$ cat src/rtl/mafg_pkg.sv
package mafg_pkg;

  // Register offsets
  localparam logic [7:0] OFF_CONVERTER_CONFIG    = 8'h10;
  localparam logic [7:0] OFF_FALSE_ALARM_CONFIG  = 8'h11;
  localparam logic [7:0] OFF_PIN_FUNCTION_CONFIG = 8'h12;
  localparam logic [7:0] OFF_INPUT_MUX_CONFIG_2  = 8'h15;
  localparam logic [7:0] OFF_CONVERTER_RANGE_0   = 8'h1E;
  localparam logic [7:0] OFF_CONVERTER_RANGE_1   = 8'h1F;
  localparam logic [7:0] OFF_TEMPERATURE_LOW     = 8'h78;
  localparam logic [7:0] OFF_TEMPERATURE_HIGH    = 8'h79;
  localparam logic [7:0] OFF_PIN_DATA            = 8'h7A;

  // Reset values
  localparam logic [7:0] RST_CONVERTER_CONFIG    = 8'h00;
  localparam logic [7:0] RST_FALSE_ALARM_CONFIG  = 8'h00;
  localparam logic [7:0] RST_PIN_FUNCTION_CONFIG = 8'h00;
  localparam logic [7:0] RST_INPUT_MUX_CONFIG_2  = 8'h01;
  localparam logic [7:0] RST_PIN_DATA            = 8'hFF;
  localparam logic [11:0] RST_TEMPERATURE        = 12'h000;

  // Field positions
  localparam int BIT_AUTO_MODE       = 0;
  localparam int BIT_REF_BUFFER_EN   = 1;
  localparam int BIT_SOFT_TRIGGER    = 2;
  localparam int BIT_TEMP_ENABLE     = 0;
  localparam int LSB_UNIPOLAR_FACTOR = 0;
  localparam int LSB_TEMP_FACTOR     = 4;
  localparam int LSB_GROUP_EVEN      = 0;
  localparam int LSB_GROUP_ODD       = 4;
  localparam logic [7:0] MASK_PIN_FUNCTION = 8'h0F;
  localparam logic [7:0] MASK_CONVERTER    = 8'h03;
  localparam logic [7:0] MASK_MUX_CONFIG_2 = 8'h01;
  localparam logic [7:0] MASK_RANGE        = 8'h77;

  // Pins with an alternate function
  localparam int PIN_ALARM_IN  = 0;
  localparam int PIN_ALARM_OUT = 1;
  localparam int PIN_TRIGGER   = 2;
  localparam int PIN_DATA_AVL  = 3;

  // Sizes
  localparam int PIN_COUNT      = 8;
  localparam int MONITOR_COUNT  = 6;
  localparam int LIMIT_COUNT    = 12;
  localparam int GROUP_COUNT    = 4;
  localparam int RANGE_WIDTH    = 3;
  localparam int FACTOR_WIDTH   = 4;
  localparam int COUNT_WIDTH    = 5;
  localparam logic [2:0] CHANNEL_TEMP = 3'h5;

  // Range codes
  localparam logic [2:0] RANGE_POS_10V = 3'h6;
  localparam logic [2:0] RANGE_NEG_5V  = 3'h5;

  typedef enum logic [1:0] {
    SEQ_IDLE = 2'b01,
    SEQ_RUN  = 2'b10
  } seq_state_t;

endpackage : mafg_pkg

$ cat src/rtl/alarm_filter_if.sv
`timescale 1ns/1ps
interface alarm_filter_if;
  logic [3:0] factorM1;
  logic       sample;
  logic       outOfRange;
  logic       alarmEvent;
  logic       alarmActive;

  modport filter (
    input  factorM1,
    input  sample,
    input  outOfRange,
    output alarmEvent,
    output alarmActive
  );

  modport owner (
    output factorM1,
    output sample,
    output outOfRange,
    input  alarmEvent,
    input  alarmActive
  );
endinterface : alarm_filter_if

$ cat src/rtl/alarm_filter_counter.sv
`timescale 1ns/1ps
module alarm_filter_counter (
  // Clock and reset
  input  wire logic          sys_clk,
  input  wire logic          sys_rst,
  input  wire logic          clkEn,
  // Filter link
  alarm_filter_if.filter     link
);

  logic [mafg_pkg::COUNT_WIDTH-1:0] count_reg;
  logic                             event_reg;
  logic                             active_reg;
  logic [mafg_pkg::COUNT_WIDTH-1:0] target;

  assign target = {1'b0, link.factorM1} + 5'h01;
  assign link.alarmEvent = event_reg;
  assign link.alarmActive = active_reg;

  always_ff @(posedge sys_clk) begin
    if (sys_rst) begin
      count_reg  <= '0;
      event_reg  <= 1'b0;
      active_reg <= 1'b0;
    end else if (clkEn) begin
      event_reg <= 1'b0;
      if (link.sample) begin
        if (!link.outOfRange) begin
          count_reg  <= '0;
          active_reg <= 1'b0;
        end else if (count_reg < target) begin
          count_reg <= count_reg + 5'h01;
          if (count_reg + 5'h01 == target) begin
            event_reg  <= 1'b1;
            active_reg <= 1'b1;
          end
        end
      end
    end
  end

endmodule : alarm_filter_counter

$ cat src/rtl/monitor_alarm_filter_gpio.sv
`timescale 1ns/1ps
// Notes on behaviour
// - Alarm only after N consecutive out-of-range results.
// - N programmable in false alarm register.
// - Temperature channel disabled by mux config bit.
// - Disabled temperature channel skipped, not converted.
// - Auto mode continuous, direct mode per trigger.
// - Temperature stored 12-bit two's complement, two registers.
// - Reference buffer off after reset, software enables.
// - Low four pins: plain pin or alternate.
// - Alarm in, alarm out, trigger, data available.
// - Upper four pins always plain pins.
// - Output pin follows pin data bit.
// - Pin data read returns live input level.
// - Pin data resets to all ones.
// - Four converter groups, independent range and clamp.
// - Range code 110b selects zero to ten volts.
// - Range code 101b selects minus five to zero.
module monitor_alarm_filter_gpio (
  // Clock, reset, enable
  input  wire logic        sys_clk,
  input  wire logic        sys_rst,
  input  wire logic        clkEn,
  // Register port
  input  wire logic [7:0]  regAddr,
  input  wire logic        regWrEn,
  input  wire logic [7:0]  regWrData,
  input  wire logic        regRdEn,
  output logic      [7:0]  regRdData,
  output logic             regRdValid,
  // Converter side
  input  wire logic        convValid,
  input  wire logic [2:0]  convChannel,
  input  wire logic        convAboveHigh,
  input  wire logic        convBelowLow,
  input  wire logic [11:0] convData,
  input  wire logic        convDone,
  output logic             convStart,
  output logic             tempChannelEnable,
  output logic             refBufferEnable,
  output logic [11:0]      alarmEvents,
  output logic             clearRequest,
  // Group range and clamp
  input  wire logic [11:0] rangeStrap,
  output logic      [11:0] groupRange,
  output logic      [11:0] groupClamp,
  // General pins
  input  wire logic [7:0]  generalPinIn,
  output logic      [7:0]  generalPinOut,
  output logic      [7:0]  generalPinOe
);

  logic [7:0]  convCfg_reg;
  logic [7:0]  falseAlarm_reg;
  logic [7:0]  pinFunc_reg;
  logic [7:0]  muxCfg_reg;
  logic [7:0]  pinData_reg;
  logic [11:0] tempData_reg;
  logic [11:0] range_reg;
  logic [11:0] clamp_reg;
  logic        dataAvail_reg;
  logic        trigPrev_reg;
  logic        softTrig_reg;
  logic        start_reg;
  logic        global_alarm_output_reg;
  logic        clearReq_reg;
  logic [11:0] events_reg;
  logic [7:0]  rdData_reg;
  logic        rdValid_reg;
  logic [7:0]  oe_reg;
  mafg_pkg::seq_state_t state_reg;

  mafg_pkg::seq_state_t seqNext;
  logic        wrConv;
  logic        tempRead;
  logic        extTrig;
  logic        trigger;
  logic        startNext;
  logic        tempEn;
  logic        autoMode;
  logic        anyActive;
  logic [11:0] eventVec;
  logic [11:0] activeVec;
  logic [7:0]  rdMux;
  logic [7:0]  pinView;
  logic [7:0]  oeNext;

  assign tempEn   = muxCfg_reg[mafg_pkg::BIT_TEMP_ENABLE];
  assign autoMode = convCfg_reg[mafg_pkg::BIT_AUTO_MODE];
  assign wrConv   = regWrEn && regAddr == mafg_pkg::OFF_CONVERTER_CONFIG;
  assign tempRead = regRdEn && (regAddr == mafg_pkg::OFF_TEMPERATURE_LOW ||
                                regAddr == mafg_pkg::OFF_TEMPERATURE_HIGH);
  assign extTrig  = pinFunc_reg[mafg_pkg::PIN_TRIGGER] && trigPrev_reg &&
                    !generalPinIn[mafg_pkg::PIN_TRIGGER];
  assign trigger  = extTrig || softTrig_reg;
  assign anyActive = |activeVec;

  // One filter per monitored input and limit
  genvar gi;
  generate
    for (gi = 0; gi < mafg_pkg::LIMIT_COUNT; gi++) begin : gFilter
      alarm_filter_if fIf ();
      localparam logic [2:0] CH = 3'(gi / 2);
      assign fIf.factorM1 = (CH == mafg_pkg::CHANNEL_TEMP) ?
        falseAlarm_reg[mafg_pkg::LSB_TEMP_FACTOR +: 4] :
        falseAlarm_reg[mafg_pkg::LSB_UNIPOLAR_FACTOR +: 4];
      // Results of a disabled sensor are ignored
      assign fIf.sample = convValid && convChannel == CH &&
        (CH != mafg_pkg::CHANNEL_TEMP || tempEn);
      assign fIf.outOfRange = (gi % 2 == 0) ? convAboveHigh : convBelowLow;
      assign eventVec[gi]  = fIf.alarmEvent;
      assign activeVec[gi] = fIf.alarmActive;
      alarm_filter_counter uFilter (
        .sys_clk (sys_clk),
        .sys_rst (sys_rst),
        .clkEn   (clkEn),
        .link    (fIf.filter)
      );
    end
  endgenerate

  // Configuration registers
  always_ff @(posedge sys_clk) begin
    if (sys_rst) begin
      convCfg_reg    <= mafg_pkg::RST_CONVERTER_CONFIG;
      falseAlarm_reg <= mafg_pkg::RST_FALSE_ALARM_CONFIG;
      pinFunc_reg    <= mafg_pkg::RST_PIN_FUNCTION_CONFIG;
      muxCfg_reg     <= mafg_pkg::RST_INPUT_MUX_CONFIG_2;
      softTrig_reg   <= 1'b0;
    end else if (clkEn) begin
      softTrig_reg <= wrConv && regWrData[mafg_pkg::BIT_SOFT_TRIGGER];
      if (wrConv) begin
        convCfg_reg <= regWrData & mafg_pkg::MASK_CONVERTER;
      end
      if (regWrEn && regAddr == mafg_pkg::OFF_FALSE_ALARM_CONFIG) begin
        falseAlarm_reg <= regWrData;
      end
      if (regWrEn && regAddr == mafg_pkg::OFF_PIN_FUNCTION_CONFIG) begin
        pinFunc_reg <= regWrData & mafg_pkg::MASK_PIN_FUNCTION;
      end
      if (regWrEn && regAddr == mafg_pkg::OFF_INPUT_MUX_CONFIG_2) begin
        muxCfg_reg <= regWrData & mafg_pkg::MASK_MUX_CONFIG_2;
      end
    end
  end

  // Group range and clamp; strap caught at reset
  always_ff @(posedge sys_clk) begin
    if (sys_rst) begin
      range_reg <= rangeStrap;
      clamp_reg <= rangeStrap;
    end else if (clkEn) begin
      if (regWrEn && regAddr == mafg_pkg::OFF_CONVERTER_RANGE_0) begin
        range_reg[0 +: 3] <= regWrData[mafg_pkg::LSB_GROUP_EVEN +: 3];
        range_reg[3 +: 3] <= regWrData[mafg_pkg::LSB_GROUP_ODD +: 3];
      end
      if (regWrEn && regAddr == mafg_pkg::OFF_CONVERTER_RANGE_1) begin
        range_reg[6 +: 3] <= regWrData[mafg_pkg::LSB_GROUP_EVEN +: 3];
        range_reg[9 +: 3] <= regWrData[mafg_pkg::LSB_GROUP_ODD +: 3];
      end
    end
  end

  // Conversion sequencer
  always_comb begin
    seqNext   = state_reg;
    startNext = 1'b0;
    case (state_reg)
      mafg_pkg::SEQ_IDLE: begin
        if (autoMode || trigger) begin
          seqNext   = mafg_pkg::SEQ_RUN;
          startNext = 1'b1;
        end
      end
      mafg_pkg::SEQ_RUN: begin
        if (convDone) begin
          if (autoMode) begin
            startNext = 1'b1;
          end else begin
            seqNext = mafg_pkg::SEQ_IDLE;
          end
        end
      end
      default: begin
        seqNext = mafg_pkg::SEQ_IDLE;
      end
    endcase
  end

  always_ff @(posedge sys_clk) begin
    if (sys_rst) begin
      state_reg <= mafg_pkg::SEQ_IDLE;
      start_reg <= 1'b0;
    end else if (clkEn) begin
      state_reg <= seqNext;
      start_reg <= startNext;
    end
  end

  // Data available: completion beats clear
  always_ff @(posedge sys_clk) begin
    if (sys_rst) begin
      dataAvail_reg <= 1'b0;
    end else if (clkEn) begin
      if (state_reg == mafg_pkg::SEQ_RUN && convDone && !autoMode) begin
        dataAvail_reg <= 1'b1;
      end else if (startNext || tempRead) begin
        dataAvail_reg <= 1'b0;
      end
    end
  end

  // Temperature result
  always_ff @(posedge sys_clk) begin
    if (sys_rst) begin
      tempData_reg <= mafg_pkg::RST_TEMPERATURE;
    end else if (clkEn) begin
      if (convValid && convChannel == mafg_pkg::CHANNEL_TEMP && tempEn) begin
        tempData_reg <= convData;
      end
    end
  end

  // Pin data register
  always_ff @(posedge sys_clk) begin
    if (sys_rst) begin
      pinData_reg <= mafg_pkg::RST_PIN_DATA;
    end else if (clkEn) begin
      if (regWrEn && regAddr == mafg_pkg::OFF_PIN_DATA) begin
        pinData_reg <= regWrData;
      end
    end
  end

  // Pin drive: open drain, low only
  always_comb begin
    oeNext = ~pinData_reg;
    if (pinFunc_reg[mafg_pkg::PIN_ALARM_IN]) begin
      oeNext[mafg_pkg::PIN_ALARM_IN] = 1'b0;
    end
    if (pinFunc_reg[mafg_pkg::PIN_ALARM_OUT]) begin
      oeNext[mafg_pkg::PIN_ALARM_OUT] = global_alarm_output_reg;
    end
    if (pinFunc_reg[mafg_pkg::PIN_TRIGGER]) begin
      oeNext[mafg_pkg::PIN_TRIGGER] = 1'b0;
    end
    if (pinFunc_reg[mafg_pkg::PIN_DATA_AVL]) begin
      oeNext[mafg_pkg::PIN_DATA_AVL] = dataAvail_reg;
    end
  end

  always_ff @(posedge sys_clk) begin
    if (sys_rst) begin
      oe_reg       <= '0;
      trigPrev_reg <= 1'b1;
      global_alarm_output_reg <= 1'b0;
      clearReq_reg <= 1'b0;
      events_reg   <= '0;
    end else if (clkEn) begin
      oe_reg       <= oeNext;
      trigPrev_reg <= generalPinIn[mafg_pkg::PIN_TRIGGER];
      global_alarm_output_reg <= anyActive;
      clearReq_reg <= pinFunc_reg[mafg_pkg::PIN_ALARM_IN] &&
                      !generalPinIn[mafg_pkg::PIN_ALARM_IN];
      events_reg   <= eventVec;
    end
  end

  // A bit written 1 reads the pin; a driven bit reads itself
  assign pinView = (pinData_reg & generalPinIn) |
                   (pinFunc_reg & generalPinIn);

  always_comb begin
    case (regAddr)
      mafg_pkg::OFF_CONVERTER_CONFIG:    rdMux = convCfg_reg;
      mafg_pkg::OFF_FALSE_ALARM_CONFIG:  rdMux = falseAlarm_reg;
      mafg_pkg::OFF_PIN_FUNCTION_CONFIG: rdMux = pinFunc_reg;
      mafg_pkg::OFF_INPUT_MUX_CONFIG_2:  rdMux = muxCfg_reg;
      mafg_pkg::OFF_CONVERTER_RANGE_0:
        rdMux = {1'b0, range_reg[3 +: 3], 1'b0, range_reg[0 +: 3]};
      mafg_pkg::OFF_CONVERTER_RANGE_1:
        rdMux = {1'b0, range_reg[9 +: 3], 1'b0, range_reg[6 +: 3]};
      mafg_pkg::OFF_TEMPERATURE_LOW:     rdMux = tempData_reg[7:0];
      mafg_pkg::OFF_TEMPERATURE_HIGH:
        rdMux = {4'h0, tempData_reg[11:8]};
      mafg_pkg::OFF_PIN_DATA:            rdMux = pinView;
      default:                           rdMux = 8'h00;
    endcase
  end

  always_ff @(posedge sys_clk) begin
    if (sys_rst) begin
      rdData_reg  <= 8'h00;
      rdValid_reg <= 1'b0;
    end else if (clkEn) begin
      rdValid_reg <= regRdEn;
      if (regRdEn) begin
        rdData_reg <= rdMux;
      end
    end
  end

  assign regRdData         = rdData_reg;
  assign regRdValid        = rdValid_reg;
  assign convStart         = start_reg;
  assign tempChannelEnable = muxCfg_reg[mafg_pkg::BIT_TEMP_ENABLE];
  assign refBufferEnable   = convCfg_reg[mafg_pkg::BIT_REF_BUFFER_EN];
  assign alarmEvents       = events_reg;
  assign clearRequest      = clearReq_reg;
  assign groupRange        = range_reg;
  assign groupClamp        = clamp_reg;
  assign generalPinOut     = 8'h00;
  assign generalPinOe      = oe_reg;

endmodule : monitor_alarm_filter_gpio

$ cat config.mk
export PLATFORM = sky130hd
export DESIGN_NAME = monitor_alarm_filter_gpio
export DESIGN_NICKNAME = d
export VERILOG_FILES = /design/src/rtl/mafg_pkg.sv /design/src/rtl/alarm_filter_if.sv /design/src/rtl/alarm_filter_counter.sv /design/src/rtl/monitor_alarm_filter_gpio.sv
export SDC_FILE = /design/constraint.sdc
export NUM_CORES = 1
export LEC_CHECK = 0
export ABC_CLOCK_PERIOD_IN_PS = 2500
export BUFFER_PORTS_ARGS = -buffer_cell sky130_fd_sc_hd__buf_2
export CAP_MARGIN = 20
export CORE_MARGIN = 4
export CORE_UTILIZATION = 25
export CTS_CLUSTER_SIZE = 20
export DETAILED_ROUTE_END_ITERATION = 8
export GPL_TIMING_DRIVEN = 0
export SYNTH_ARGS = -nofsm -noshare
export SYNTH_HDL_FRONTEND = slang
export SYNTH_HIERARCHICAL = 1
export SYNTH_SLANG_ARGS = --single-unit
export TNS_END_PERCENT = 100
$ cat constraint.sdc
create_clock -name sys_clk -period 2.5 [get_ports sys_clk]
set_input_delay 0.5 -clock sys_clk [delete_from_list [all_inputs] [get_ports sys_clk]]
set_output_delay 0.5 -clock sys_clk [all_outputs]
set_load 0.01 [all_outputs]
==> impl_metrics.json <==
{
  "outcome": "completed",
  "worstSetupPathType": "reg -> reg",
  "grt_use_total_pct": 13.4,
  "synth.top_cell.area_share_pct": 27.9,
  "ant_nets": 0,
  "start_util_pct": 25.3,
  "crit_slowest_cell": "or4_1",
  "hold_path.class": "in -> reg",
  "clock.fmax_ghz": 0.421,
  "cts_num_sinks": 180,
  "syn_to_final_growth_pct": 19.3,
  "routed_wl_mm": 32.9,
  "startpoint_type": "register",
  "vdd_ir_drop_max_mv": 0.370,
  "drt_iter0_drc": 891,
  "path_cells": "buf_16, ha_1, inv_1, ha_1, nor2b_1, o21ai_1, a21oi_1, or4_1, o21ai_0",
  "fin_util_pct": 30.2,
  "period_minus_slack_ns": 2.38,
  "synth_edf_count": 24,
  "ys_top_cells_by_count": "dfxtp_1, nand3_1, nand2_1",
  "cts_buffer_depth": 2,
  "crit_required_ns": 2.87,
  "clk_latency_ns": 0.46,
  "tns_ns": 0,
  "yosys_warnings": 6,
  "drive_gt1_share_pct": 16.6,
  "power_mw": 6.20,
  "viasPerCell": 5.00,
  "max-slew-margin-rel_pct": 35.2,
  "antenna_found_initial": 0,
  "core_area_um2": 44200,
  "row_count": 77,
  "numCtsBuffers": 17,
  "grt_pass1_wl_mm": 51.6,
  "io_buffers": 114,
  "antenna-diode-count": 0,
  "synth_flop_cell": "dfxtp_1",
  "yosys.area.top_type": "dfxtp_1",
  "p_leak_nw": 5.25,
  "dieArea_um2": 48200,
  "postSynthAreaPerCell_um2": 9.05,
  "arrival_ns": 2.74,
  "die_w_um": 220,
  "grt_pass1_vias": 9534,
  "setup_viol_count_final": 0,
  "p_per_area_nw_per_um2": 464,
  "clockRootBuffer": "clkbuf_16",
  "drv_slew": 0,
  "gp_routability_congestion": 0.858,
  "cpMostUsedCell": "ha_1",
  "io_pins": 125,
  "nets": 1539,
  "cap_viol_max_count": 0,
  "place_hpwl_mm": 24.2,
  "finalCritPeriodShare_pct": 95.0,
  "wl_per_cell_um": 16.5,
  "crit_path_end_kind": "register",
  "dr.pass1.iters": 5,
  "crit_family": "simple AND/OR/NAND/NOR gates",
  "cp_max_fo": 18,
  "largest_register_ffs": 60,
  "cts_tree": "done",
  "ys_ff_latch": 180,
  "die_h_um": 220,
  "yosysSeqAreaShare_pct": 34.3,
  "cts_max_level": 4,
  "final_hold_viol_count": 0,
  "vias": 9990,
  "worstMarginPinSlew_ns": 0.972,
  "ys_types": 69,
  "synth_cells": 1237,
  "async_reset_ff_share_pct": 0,
  "finalClockSkew_ns": 0.0118,
  "slowest_delay_ns": 0.57,
  "clk_pin_slew_worst_paths_ns": 0.08,
  "synth_most_common_cell": "dfxtp_1",
  "syn-cell-area_um2": 11200,
  "crit_buf_inv": 2,
  "drc": 0,
  "grt_max_degree": 37,
  "gr-total-overflow": 0,
  "synth_top_cells_by_area": "dfxtp_1, ha_1, edfxtp_1"
}
[routing by layer]
| metal | track usage [%] | wire length (µm) | vias to the layer above |
|---|---|---|---|
| met4 | 5.17 | 892 | 0 |
| li1 | - | - | 4882 |
| met1 | 17.7 | 15200 | 4755 |
| met5 | 0 | 0 | - |
| met3 | 2.91 | 2080 | 58 |
| met2 | 21.4 | 14800 | 295 |
[power by group]
group	leakage, nW	internal, mW	switching, mW
clock network	0.285	1.34	1.36
registers	1.50	2.98	0.0336
logic	3.47	0.170	0.323
total	5.25	4.49	1.71
[through the flow]
stage,std cells,instance area [µm²],worst slack [ns],hold slack (ns)
6_report,1998,13400,0.124,0.231
5_1_grt,1998,13400,-0.00907,0.211
4_1_cts,1989,13200,0.00817,0.204
3_5_place_dp,1952,12600,-0.405,0.445
3_3_place_gp,1950,12500,-0.781,0.445
2_1_floorplan,1244,11200,0.149,0.425
[final cells by class]
cell class,instances,area [µm²]
tap,592,741
multi-input combinational,960,6970
fill,4627,30900
timing repair buffer,130,766
clock buffer,17,425
buffer,39,194
clock inverter,15,160
inverter,65,244
sequential,180,3860
[layout by cell type, fill, tap and decap left out, types with 22 or more instances in the layout]
master    netlist  layout
dfxtp_1       156     151
buf_2           3     116
nand3_1       101     101
nand2_1        90      90
nor2_1         88      88
ha_1           86      85
inv_1          65      65
a21oi_1        63      62
xnor2_1        52      52
mux2i_1        33      33
xor2_1         32      32
nand3b_1       30      30
nor2b_1        26      26
o21ai_0        35      24
edfxtp_1       24      24
clkbuf_1       24      23
nand2b_1       23      23
a31oi_1        22      22
[what timing repair did]
item                                    4_1_cts  5_1_grt
hold buffers                                  0        0
setup buffers                                 5        9
endpoints found under the setup margin       70       51
pin swaps                                     1        8
resized for setup                            11       15
endpoints found under the hold margin         0        0
gates cloned                                  0        0
[path summary, 6_finish.rpt]
path	from	endpoint	slack [ns]	cells after the start
worst max-delay path	falseAlarm_reg[1]	gFilter[0].uFilter/link.alarmEvent	0.12	9
worst min-delay path	rangeStrap[10]	groupClamp[10]	0.23	1
worst max register to register	falseAlarm_reg[1]	gFilter[0].uFilter/link.alarmEvent	0.12	9
worst min register to register	gFilter[9].uFilter/link.alarmEvent	gFilter[9].uFilter/link.alarmEvent	0.46	2
[cells by family after synthesis]
group | share of synthesized area (%)
buf+inv | 3.86
mux | 2.95
other cells | 0.0335
xor+xnor | 8.99
simple gates | 21.6
fa+ha+maj | 9.61
compound gates | 18.7
flops | 34.3
(Power assumes the default switching activity.)
